$ cat src/inc/cmd_bus_regs.vh
// Constants for the serial command bus interpreter
`ifndef CMD_BUS_REGS_VH
`define CMD_BUS_REGS_VH
`define CLK_HZ 100000000
`define BAUD_RATE 9600
`define BIT_CYCLES (`CLK_HZ / `BAUD_RATE)
`define HALF_BIT_CYCLES (`BIT_CYCLES / 2)
`define BITS_PER_CHAR 10
`define GAP_BYTES 3
`define GAP_BITS (`GAP_BYTES * `BITS_PER_CHAR + 1)
`define GAP_CYCLES (`GAP_BITS * `BIT_CYCLES)
`define CNT_W 20
`define ADDR_MSB 7
`define ADDR_LSB 3
`define MODE_MSB 2
`define MODE_LSB 1
`define CODE_MSB 7
`define CODE_LSB 4
`define GLOBAL_ADDR 5'h1f
`define GROUP_LO 5'h10
`define GROUP_HI 5'h19
`define GROUP_RESET 5'h00
`define MODE_PARAM 2'h0
`define MODE_SETRST 2'h1
`define MODE_DIRECT 2'h2
`define MODE_STATUS 2'h3
`define REPLY_W 10
`define REPLY_BYTES 2
`define APB_CTRL 8'h00
`define APB_GROUP 8'h04
`define APB_STATUS 8'h08
`define APB_REPLY 8'h0c
`define APB_CMD 8'h10
`endif

$ cat src/hw/cmd_buf2.v
// Two-entry buffer with valid and ready on both sides
module cmd_buf2 (
  input wire clk,
  input wire srst,
  input wire in_valid,
  output wire in_ready,
  input wire [23:0] in_data,
  output wire out_valid,
  input wire out_ready,
  output wire [23:0] out_data
);
  reg [23:0] mem_ff [0:1];
  reg wr_ptr_ff;
  reg rd_ptr_ff;
  reg [1:0] cnt_ff;
  wire push;
  wire pop;
  assign in_ready = (cnt_ff != 2'h2);
  assign out_valid = (cnt_ff != 2'h0);
  assign out_data = mem_ff[rd_ptr_ff];
  assign push = in_valid && in_ready;
  assign pop = out_valid && out_ready;
  always @(posedge clk) begin
    if (srst) begin
      wr_ptr_ff <= 1'b0;
      rd_ptr_ff <= 1'b0;
      cnt_ff <= 2'h0;
    end else begin
      if (push) begin
        mem_ff[wr_ptr_ff] <= in_data;
        wr_ptr_ff <= ~wr_ptr_ff;
      end
      if (pop)
        rd_ptr_ff <= ~rd_ptr_ff;
      if (push && !pop)
        cnt_ff <= cnt_ff + 2'h1;
      else if (pop && !push)
        cnt_ff <= cnt_ff - 2'h1;
    end
  end
endmodule

$ cat src/hw/cmd_bus.v
// Serial command bus interpreter with status reply and APB registers
`include "cmd_bus_regs.vh"
module cmd_bus #(
  parameter BIT_LEN = `BIT_CYCLES
) (
  input wire clk,
  input wire srst,
  input wire rxd,
  output reg txd_ff,
  input wire slot_serial_receive_line,
  output reg slot_serial_transmit_line_ff,
  input wire [3:0] addr_switch,
  input wire psel,
  input wire penable,
  input wire pwrite,
  input wire [7:0] paddr,
  input wire [31:0] pwdata,
  output reg [31:0] prdata_ff,
  output reg pready_ff,
  output reg pslverr_ff,
  output reg cmd_valid_ff,
  output reg [1:0] cmd_mode_ff,
  output reg [3:0] cmd_code_ff,
  output reg [11:0] cmd_arg_ff
);
  // Bit time defaults to 9600 baud; a parameter so short runs stay possible
  localparam HALF_LEN = BIT_LEN / 2;
  localparam GAP_LEN = `GAP_BITS * BIT_LEN;
  // ********************************
  // Input synchronisers
  // ********************************
  reg [1:0] rx_s1_ff;
  reg [1:0] rx_s2_ff;
  reg [3:0] sw_s1_ff;
  reg [3:0] sw_s2_ff;
  wire rx_line;
  always @(posedge clk) begin
    if (srst) begin
      rx_s1_ff <= 2'h3;
      rx_s2_ff <= 2'h3;
      sw_s1_ff <= 4'h0;
      sw_s2_ff <= 4'h0;
    end else begin
      rx_s1_ff <= {slot_serial_receive_line, rxd};
      rx_s2_ff <= rx_s1_ff;
      sw_s1_ff <= addr_switch;
      sw_s2_ff <= sw_s1_ff;
    end
  end
  // Both idle high, so a wired AND merges the two receive paths
  assign rx_line = rx_s2_ff[0] & rx_s2_ff[1];
  // ********************************
  // Registers
  // ********************************
  reg rx_en_ff;
  reg tx_en_ff;
  reg [4:0] group_ff;
  reg [9:0] reply_ff;
  reg [7:0] drop_cnt_ff;
  // ********************************
  // Receiver
  // ********************************
  localparam RX_IDLE = 2'h0;
  localparam RX_START = 2'h1;
  localparam RX_DATA = 2'h2;
  localparam RX_STOP = 2'h3;
  reg [1:0] rx_st_ff;
  reg [`CNT_W-1:0] rx_cnt_ff;
  reg [2:0] rx_bit_ff;
  reg [7:0] rx_sh_ff;
  reg [`CNT_W-1:0] gap_cnt_ff;
  reg [1:0] byte_idx_ff;
  reg [15:0] hold_ff;
  reg byte_done;
  reg frame_ok;
  always @(posedge clk) begin
    if (srst) begin
      rx_st_ff <= RX_IDLE;
      rx_cnt_ff <= {`CNT_W{1'b0}};
      rx_bit_ff <= 3'h0;
      rx_sh_ff <= 8'h00;
    end else begin
      case (rx_st_ff)
        RX_IDLE: begin
          rx_cnt_ff <= {`CNT_W{1'b0}};
          if (!rx_line && rx_en_ff)
            rx_st_ff <= RX_START;
        end
        RX_START: begin
          if (rx_cnt_ff == HALF_LEN - 1) begin
            rx_cnt_ff <= {`CNT_W{1'b0}};
            rx_bit_ff <= 3'h0;
            rx_st_ff <= rx_line ? RX_IDLE : RX_DATA;
          end else
            rx_cnt_ff <= rx_cnt_ff + 1'b1;
        end
        RX_DATA: begin
          if (rx_cnt_ff == BIT_LEN - 1) begin
            rx_cnt_ff <= {`CNT_W{1'b0}};
            rx_sh_ff <= {rx_line, rx_sh_ff[7:1]};
            rx_bit_ff <= rx_bit_ff + 3'h1;
            if (rx_bit_ff == 3'h7)
              rx_st_ff <= RX_STOP;
          end else
            rx_cnt_ff <= rx_cnt_ff + 1'b1;
        end
        RX_STOP: begin
          if (rx_cnt_ff == BIT_LEN - 1) begin
            rx_cnt_ff <= {`CNT_W{1'b0}};
            rx_st_ff <= RX_IDLE;
          end else
            rx_cnt_ff <= rx_cnt_ff + 1'b1;
        end
        default: rx_st_ff <= RX_IDLE;
      endcase
    end
  end
  always @* begin
    byte_done = (rx_st_ff == RX_STOP) && (rx_cnt_ff == BIT_LEN - 1);
    frame_ok = byte_done && rx_line; // no parity, one stop bit
  end
  // ********************************
  // Command assembly and decode
  // ********************************
  wire [4:0] dst = hold_ff[`ADDR_MSB+8:`ADDR_LSB+8];
  wire own_hit = (dst[4] == 1'b0) && (dst[3:0] == sw_s2_ff);
  wire glob_hit = (dst == `GLOBAL_ADDR);
  wire grp_hit = (group_ff != `GROUP_RESET) && (dst == group_ff);
  wire addr_hit = own_hit || glob_hit || grp_hit;
  wire last_byte = frame_ok && (byte_idx_ff == 2'h2);
  wire buf_in_ready;
  wire buf_out_valid;
  wire [23:0] buf_out_data;
  reg buf_push;
  wire gap_seen = (gap_cnt_ff >= GAP_LEN);
  always @* begin
    // Foreign address or bad first marker bit drops the command
    buf_push = last_byte && addr_hit && hold_ff[8];
  end
  always @(posedge clk) begin
    if (srst) begin
      gap_cnt_ff <= {`CNT_W{1'b0}};
      byte_idx_ff <= 2'h3;
      hold_ff <= 16'h0000;
      drop_cnt_ff <= 8'h00;
    end else begin
      if (rx_st_ff != RX_IDLE || !rx_line)
        gap_cnt_ff <= {`CNT_W{1'b0}};
      else if (!gap_seen)
        gap_cnt_ff <= gap_cnt_ff + 1'b1;
      if (gap_seen && byte_idx_ff != 2'h0) begin
        // Partial command cut by idle gap is dropped
        if (byte_idx_ff != 2'h3)
          drop_cnt_ff <= drop_cnt_ff + 8'h01;
        byte_idx_ff <= 2'h0;
      end else if (byte_done && !frame_ok)
        byte_idx_ff <= 2'h3;
      else if (frame_ok && byte_idx_ff != 2'h3) begin
        hold_ff <= {hold_ff[7:0], rx_sh_ff};
        byte_idx_ff <= (byte_idx_ff == 2'h2) ? 2'h3 : byte_idx_ff + 2'h1;
        if (last_byte && !buf_push)
          drop_cnt_ff <= drop_cnt_ff + 8'h01;
      end
    end
  end
  // Buffer keeps a second command while cmd_valid_ff is still high for the first
  cmd_buf2 u_buf (
    .clk(clk),
    .srst(srst),
    .in_valid(buf_push),
    .in_ready(buf_in_ready),
    .in_data({hold_ff, rx_sh_ff}),
    .out_valid(buf_out_valid),
    .out_ready(!cmd_valid_ff),
    .out_data(buf_out_data)
  );
  reg cmd_take;
  reg reply_req_ff;
  always @* begin
    cmd_take = buf_out_valid && !cmd_valid_ff;
  end
  always @(posedge clk) begin
    if (srst) begin
      cmd_valid_ff <= 1'b0;
      cmd_mode_ff <= `MODE_PARAM;
      cmd_code_ff <= 4'h0;
      cmd_arg_ff <= 12'h000;
      reply_req_ff <= 1'b0;
    end else begin
      cmd_valid_ff <= cmd_take;
      reply_req_ff <= 1'b0;
      if (cmd_take) begin
        cmd_mode_ff <= buf_out_data[`MODE_MSB+16:`MODE_LSB+16];
        cmd_code_ff <= buf_out_data[`CODE_MSB+8:`CODE_LSB+8];
        cmd_arg_ff <= {buf_out_data[11:8], buf_out_data[7:0]};
        reply_req_ff <= (buf_out_data[`MODE_MSB+16:`MODE_LSB+16] == `MODE_STATUS);
      end
    end
  end
  // ********************************
  // Reply transmitter
  // ********************************
  // Ten reply bits go as two characters, low byte first
  reg [`CNT_W-1:0] tx_cnt_ff;
  reg [3:0] tx_bit_ff;
  reg [9:0] tx_sh_ff;
  reg tx_busy_ff;
  reg tx_second_ff;
  reg [7:0] tx_hi_ff;
  always @(posedge clk) begin
    if (srst) begin
      txd_ff <= 1'b1;
      slot_serial_transmit_line_ff <= 1'b1;
      tx_cnt_ff <= {`CNT_W{1'b0}};
      tx_bit_ff <= 4'h0;
      tx_sh_ff <= 10'h3ff;
      tx_busy_ff <= 1'b0;
      tx_second_ff <= 1'b0;
      tx_hi_ff <= 8'h00;
    end else begin
      txd_ff <= tx_sh_ff[0] | ~tx_en_ff;
      slot_serial_transmit_line_ff <= tx_sh_ff[0] | ~tx_en_ff;
      if (!tx_busy_ff) begin
        if (reply_req_ff && tx_en_ff) begin
          tx_sh_ff <= {1'b1, reply_ff[7:0], 1'b0};
          tx_hi_ff <= {6'h00, reply_ff[9:8]};
          tx_second_ff <= 1'b1;
          tx_busy_ff <= 1'b1;
          tx_cnt_ff <= {`CNT_W{1'b0}};
          tx_bit_ff <= 4'h0;
        end
      end else if (tx_cnt_ff == BIT_LEN - 1) begin
        tx_cnt_ff <= {`CNT_W{1'b0}};
        tx_sh_ff <= {1'b1, tx_sh_ff[9:1]};
        if (tx_bit_ff == `BITS_PER_CHAR - 1) begin
          tx_bit_ff <= 4'h0;
          if (tx_second_ff) begin
            tx_sh_ff <= {1'b1, tx_hi_ff, 1'b0};
            tx_second_ff <= 1'b0;
          end else
            tx_busy_ff <= 1'b0;
        end else
          tx_bit_ff <= tx_bit_ff + 4'h1;
      end else
        tx_cnt_ff <= tx_cnt_ff + 1'b1;
    end
  end
  // ********************************
  // APB slave
  // ********************************
  wire acc = psel && penable && !pready_ff;
  wire grp_ok = (pwdata[4:0] >= `GROUP_LO) && (pwdata[4:0] <= `GROUP_HI);
  always @(posedge clk) begin
    if (srst) begin
      pready_ff <= 1'b0;
      pslverr_ff <= 1'b0;
      prdata_ff <= 32'h00000000;
      rx_en_ff <= 1'b1;
      tx_en_ff <= 1'b1;
      group_ff <= `GROUP_RESET;
      reply_ff <= 10'h000;
    end else begin
      pready_ff <= acc;
      pslverr_ff <= 1'b0;
      prdata_ff <= 32'h00000000;
      if (acc) begin
        case (paddr)
          `APB_CTRL: begin
            if (pwrite) begin
              rx_en_ff <= pwdata[0];
              tx_en_ff <= pwdata[1];
            end else
              prdata_ff <= {30'h0, tx_en_ff, rx_en_ff};
          end
          `APB_GROUP: begin
            // A write clears the group unless the value lies in the group range
            if (pwrite)
              group_ff <= grp_ok ? pwdata[4:0] : `GROUP_RESET;
            else
              prdata_ff <= {27'h0, group_ff};
          end
          `APB_STATUS: begin
            if (!pwrite)
              prdata_ff <= {16'h0, drop_cnt_ff, 3'h0, sw_s2_ff, tx_busy_ff};
          end
          `APB_REPLY: begin
            if (pwrite)
              reply_ff <= pwdata[9:0];
            else
              prdata_ff <= {22'h0, reply_ff};
          end
          `APB_CMD: begin
            if (!pwrite)
              prdata_ff <= {13'h0, buf_in_ready, cmd_mode_ff, cmd_code_ff,
                cmd_arg_ff};
          end
          default: pslverr_ff <= 1'b1;
        endcase
      end
    end
  end
endmodule

$ cat config.mk
export PLATFORM = sky130hd
export DESIGN_NAME = cmd_bus
export DESIGN_NICKNAME = d
export VERILOG_FILES = /design/src/hw/cmd_buf2.v /design/src/hw/cmd_bus.v
export VERILOG_INCLUDE_DIRS = /design/src /design/src/inc
export SDC_FILE = /design/constraint.sdc
export NUM_CORES = 1
export LEC_CHECK = 0
export ABC_CLOCK_PERIOD_IN_PS = 3020
export BUFFER_PORTS_ARGS = -buffer_cell sky130_fd_sc_hd__buf_2
export CORE_AREA = 3 3 144 146
export CTS_BUF_LIST = sky130_fd_sc_hd__clkbuf_4
export CTS_CLUSTER_DIAMETER = 80
export DETAILED_ROUTE_END_ITERATION = 10
export DIE_AREA = 0 0 147 149
export PLACE_DENSITY = 0.82
export SLEW_MARGIN = 20
export SYNTH_ARGS = -nofsm -noshare
export SYNTH_HDL_FRONTEND = slang
export SYNTH_SLANG_ARGS = --single-unit
$ cat constraint.sdc
create_clock -name clk -period 3.02 [get_ports clk]
set_input_delay 0.755 -clock clk [delete_from_list [all_inputs] [get_ports clk]]
set_output_delay 0.755 -clock clk [all_outputs]
set_load 0.01 [all_outputs]
==> flow_metrics.tcl <==
set metrics [dict create \
    hp-start "slot_serial_receive_line" \
    die-area_mm2 0.0219 \
    period_minus_slack_ns 2.73 \
    status "complete, no violations" \
    hp-class "in2reg" \
    drive_gt1_frac 0.188 \
    cp.required_ns 3.64 \
    clockRootBuffer "clkbuf_4" \
    r2r_start "rx_cnt_ff[0]" \
    cp_max_fo 5 \
    synth_ff_type "dfxtp_1" \
    ant_nets 0 \
    async_flop_share 0 \
    wl_per_cell_um 15.2 \
    fmax_mhz 367 \
    hold_violations 0 \
    synth_top_family_by_area "simple AND/OR/NAND/NOR gates" \
    slew_violations 0 \
    final_area_mm2 0.0110 \
    setup_tns_ns 0 \
    fin_crit_sh 0.903 \
    cts_htree_levels 2 \
    path_clk_slew_ns 0.08 \
    ys_seq_area_frac 0.509 \
    clkPwrFrac 0.354 \
    yosys_warnings 0 \
    cp.arrival_ns 3.34 \
    fill_cells 1696 \
    antenna_found_initial 1 \
    area.growth.synth_to_final_pct 13.2 \
    routed_wl_um 21000 \
    die_w_um 147 \
    grt_pass1_vias 6744 \
    start_kind "flip-flop" \
    timing.final.ws_setup_ns 0.293 \
    p_switching_uw 2010 \
    grt_pass1_wl_um 33300 \
    peakVddDrop_v 0.000347 \
    place_area_mm2 0.0103 \
    syn-instance-count 983 \
    drcViolationCount 0 \
    die_h_um 149 \
    tightest_slew_ns 0.828 \
    rsz0062_at_grt "false" \
    cts_made_buffers 54 \
    ys_types 71 \
    synth_enable_flop_cells 36 \
    grt_usage 0.186 \
    worstSetupPathType "reg2reg" \
    syn_area_mm2 0.00968 \
    synthAdderAreaFrac 0.0168 \
    core_area_mm2 0.0195 \
    syn_area_per_cell_um2 9.84 \
    synth_mux_area_frac 0.0759 \
    cts_hold_buf 0 \
    p_int_uw 4970 \
    synth_compound_area_frac 0.108 \
    synth-simple-area-share 0.205 \
    synth_xor_area_frac 0.0453 \
    reg2regPathDepth 9 \
    hpwl_um 14300 \
    cts_resized 0 \
    p_leak_uw 0.00437 \
    cts.path.max_buffers 3 \
    grt_max_degree 59 \
    dr.pass1.iters 7 \
    drt-vias-per-instance 5.39 \
    nets 1141 \
    swShare 0.288 \
    post_cts_buffers 0 \
    clock_skew_ns 0.0464 \
    first_iter_violations 599 \
    cap_violations 0 \
    cts_tree "yes" \
    io_buffer_count 70 \
    vias 7454 \
    seq_power_share 0.500 \
    place_congestion 0.898 \
    pwr-share-comb 0.146 \
    cp-end-kind "flip-flop" \
    worstSkewPairLatency_ns 0.69 \
    dp_slack_ns 0.212 \
    power_density_mw_per_mm2 637 \
    slew_headroom 0.447 \
    cts_sinks 228 \
    rows 51 \
    overflow 0 \
    initial_utilization 0.496 \
    io_pins 106 \
    startpoint "rx_cnt_ff[0]" \
    synth-seq-cells 228 \
    min_path_cells 2 \
    setup_viol 0 \
]
[through the flow]
step | hold slack, ns | utilization | total power (µW) | std cells
2_1_floorplan | 0.389 | - | 4190 | 995
3_3_place_gp | 0.394 | 0.525 | 4530 | 1286
3_5_place_dp | 0.393 | 0.525 | 4570 | 1286
4_1_cts | 0.225 | 0.561 | 7040 | 1383
5_1_grt | 0.217 | 0.561 | 7340 | 1384
6_report | 0.275 | 0.561 | 6980 | 1384
[synthesized netlist by cell type, types with 5 or more instances]
| master | instances | share of area |
|---|---|---|
| dfxtp_1 | 192 | 0.40 |
| nor2_1 | 178 | 0.069 |
| mux2i_1 | 61 | 0.063 |
| a21oi_1 | 37 | 0.019 |
| clkbuf_1 | 36 | 0.014 |
| edfxtp_1 | 36 | 0.11 |
| nand2_1 | 33 | 0.013 |
| nand3_1 | 32 | 0.017 |
| xor2_1 | 31 | 0.028 |
| and3_1 | 29 | 0.019 |
| a211oi_1 | 21 | 0.016 |
| inv_1 | 20 | 0.0078 |
| a22oi_1 | 19 | 0.015 |
| xnor2_1 | 19 | 0.017 |
| o21ai_0 | 18 | 0.0093 |
| buf_4 | 16 | 0.012 |
| nor2b_1 | 16 | 0.010 |
| nor3_1 | 16 | 0.0083 |
| ha_1 | 13 | 0.017 |
| nand4_1 | 13 | 0.0084 |
| mux2_2 | 10 | 0.012 |
| a31oi_1 | 8 | 0.0052 |
| and2_1 | 8 | 0.0052 |
| nand3b_1 | 8 | 0.0062 |
| a211o_1 | 7 | 0.0063 |
| nand4b_1 | 7 | 0.0063 |
| a311oi_1 | 6 | 0.0054 |
| and4_1 | 6 | 0.0054 |
| nor3b_1 | 6 | 0.0047 |
| or2_2 | 6 | 0.0039 |
| a21o_1 | 5 | 0.0039 |
| a22o_1 | 5 | 0.0045 |
| nor4_1 | 5 | 0.0032 |
[path summary, 6_finish.rpt]
| kind | slack, ns | endpoint |
|---|---|---|
| max reg2reg | 0.29 | u_buf.cnt_ff[1] |
| min reg2reg | 0.41 | rx_s2_ff[0] |
| max | 0.29 | u_buf.cnt_ff[1] |
| min | 0.28 | rx_s1_ff[1] |
[layout by cell type (no fill, tap or decap), drive strengths merged, types with 8 or more instances in the layout]
cell type and n:
dfxtp 192, nor2 179, buf 87, clkbuf 80, mux2i 61, a21oi 37
edfxtp 36, nand2 35, nand3 32, xor2 31, and3 29, a211oi 21
inv 20, xnor2 19, a22oi 19, o21ai 19, nor3 17, nor2b 16
nand4 14, clkinv 14, ha 13, conb 13, mux2 11, and2 8
nand3b 8, a31oi 8, nor4 8
[final cells by class]
type | count | area, µm² | area share
Timing Repair Buffer | 87 | 493 | 0.0450
Clock buffer | 80 | 601 | 0.0548
Sequential cell | 228 | 4920 | 0.450
Clock inverter | 17 | 98.8 | 0.00902
Inverter | 20 | 75.1 | 0.00685
Tap cell | 265 | 332 | 0.0303
Multi-Input combinational cell | 686 | 4430 | 0.404
Antenna cell | 1 | 2.50 | 0.000228
[state kept, by name, summed over array words and instances, names as in the netlist, 3 cells and up, named ones only]
name	count
u_buf.mem_ff	36
gap_cnt_ff	20
rx_cnt_ff	20
tx_cnt_ff	20
prdata_ff	19
hold_ff	16
cmd_arg_ff	12
reply_ff	10
tx_sh_ff	9
drop_cnt_ff	8
rx_sh_ff	8
group_ff	5
cmd_code_ff	4
sw_s1_ff	4
sw_s2_ff	4
tx_bit_ff	4
rx_bit_ff	3
[logic make-up (layout without fill, tap and decap cells)]
group	Yosys count	after routing
adders and majority gates	13	13
AOI/OAI and AO/OA	148	148
muxes	72	72
and+or+nand+nor	390	390
buffers and inverters	81	204
DFF	228	228
xor gates and xnor gates	50	50
other	1	14
[critical path, cell delays in order, from the launching register on]
cell and delay, ns:
dfxtp_1 0.39, ha_1 0.22, and3_1 0.29, and2_1 0.21, nand4_2 0.25, a211o_1 0.41, inv_1 0.10, ha_1 0.27
or3_1 0.37, a21oi_1 0.16
[power by group through the flow]
stage,combinational [µW],clock [µW],sequential (µW)
CTS,1020,2540,3490
finish,1020,2470,3490
global placement,986,0,3540
global route,1150,2690,3510
floorplan,686,0,3500
detailed placement,1010,0,3550
[metal layers]
metal / up-vias / wire length, µm / global-route usage
met3: 43 / 1810 / 0.0617
met4: 0 / 491 / 0.0690
met2: 256 / 9340 / 0.287
met1: 3478 / 9370 / 0.244
li1: 3677 / - / -
met5: - / 0 / 0
(Power assumes the default switching activity.)
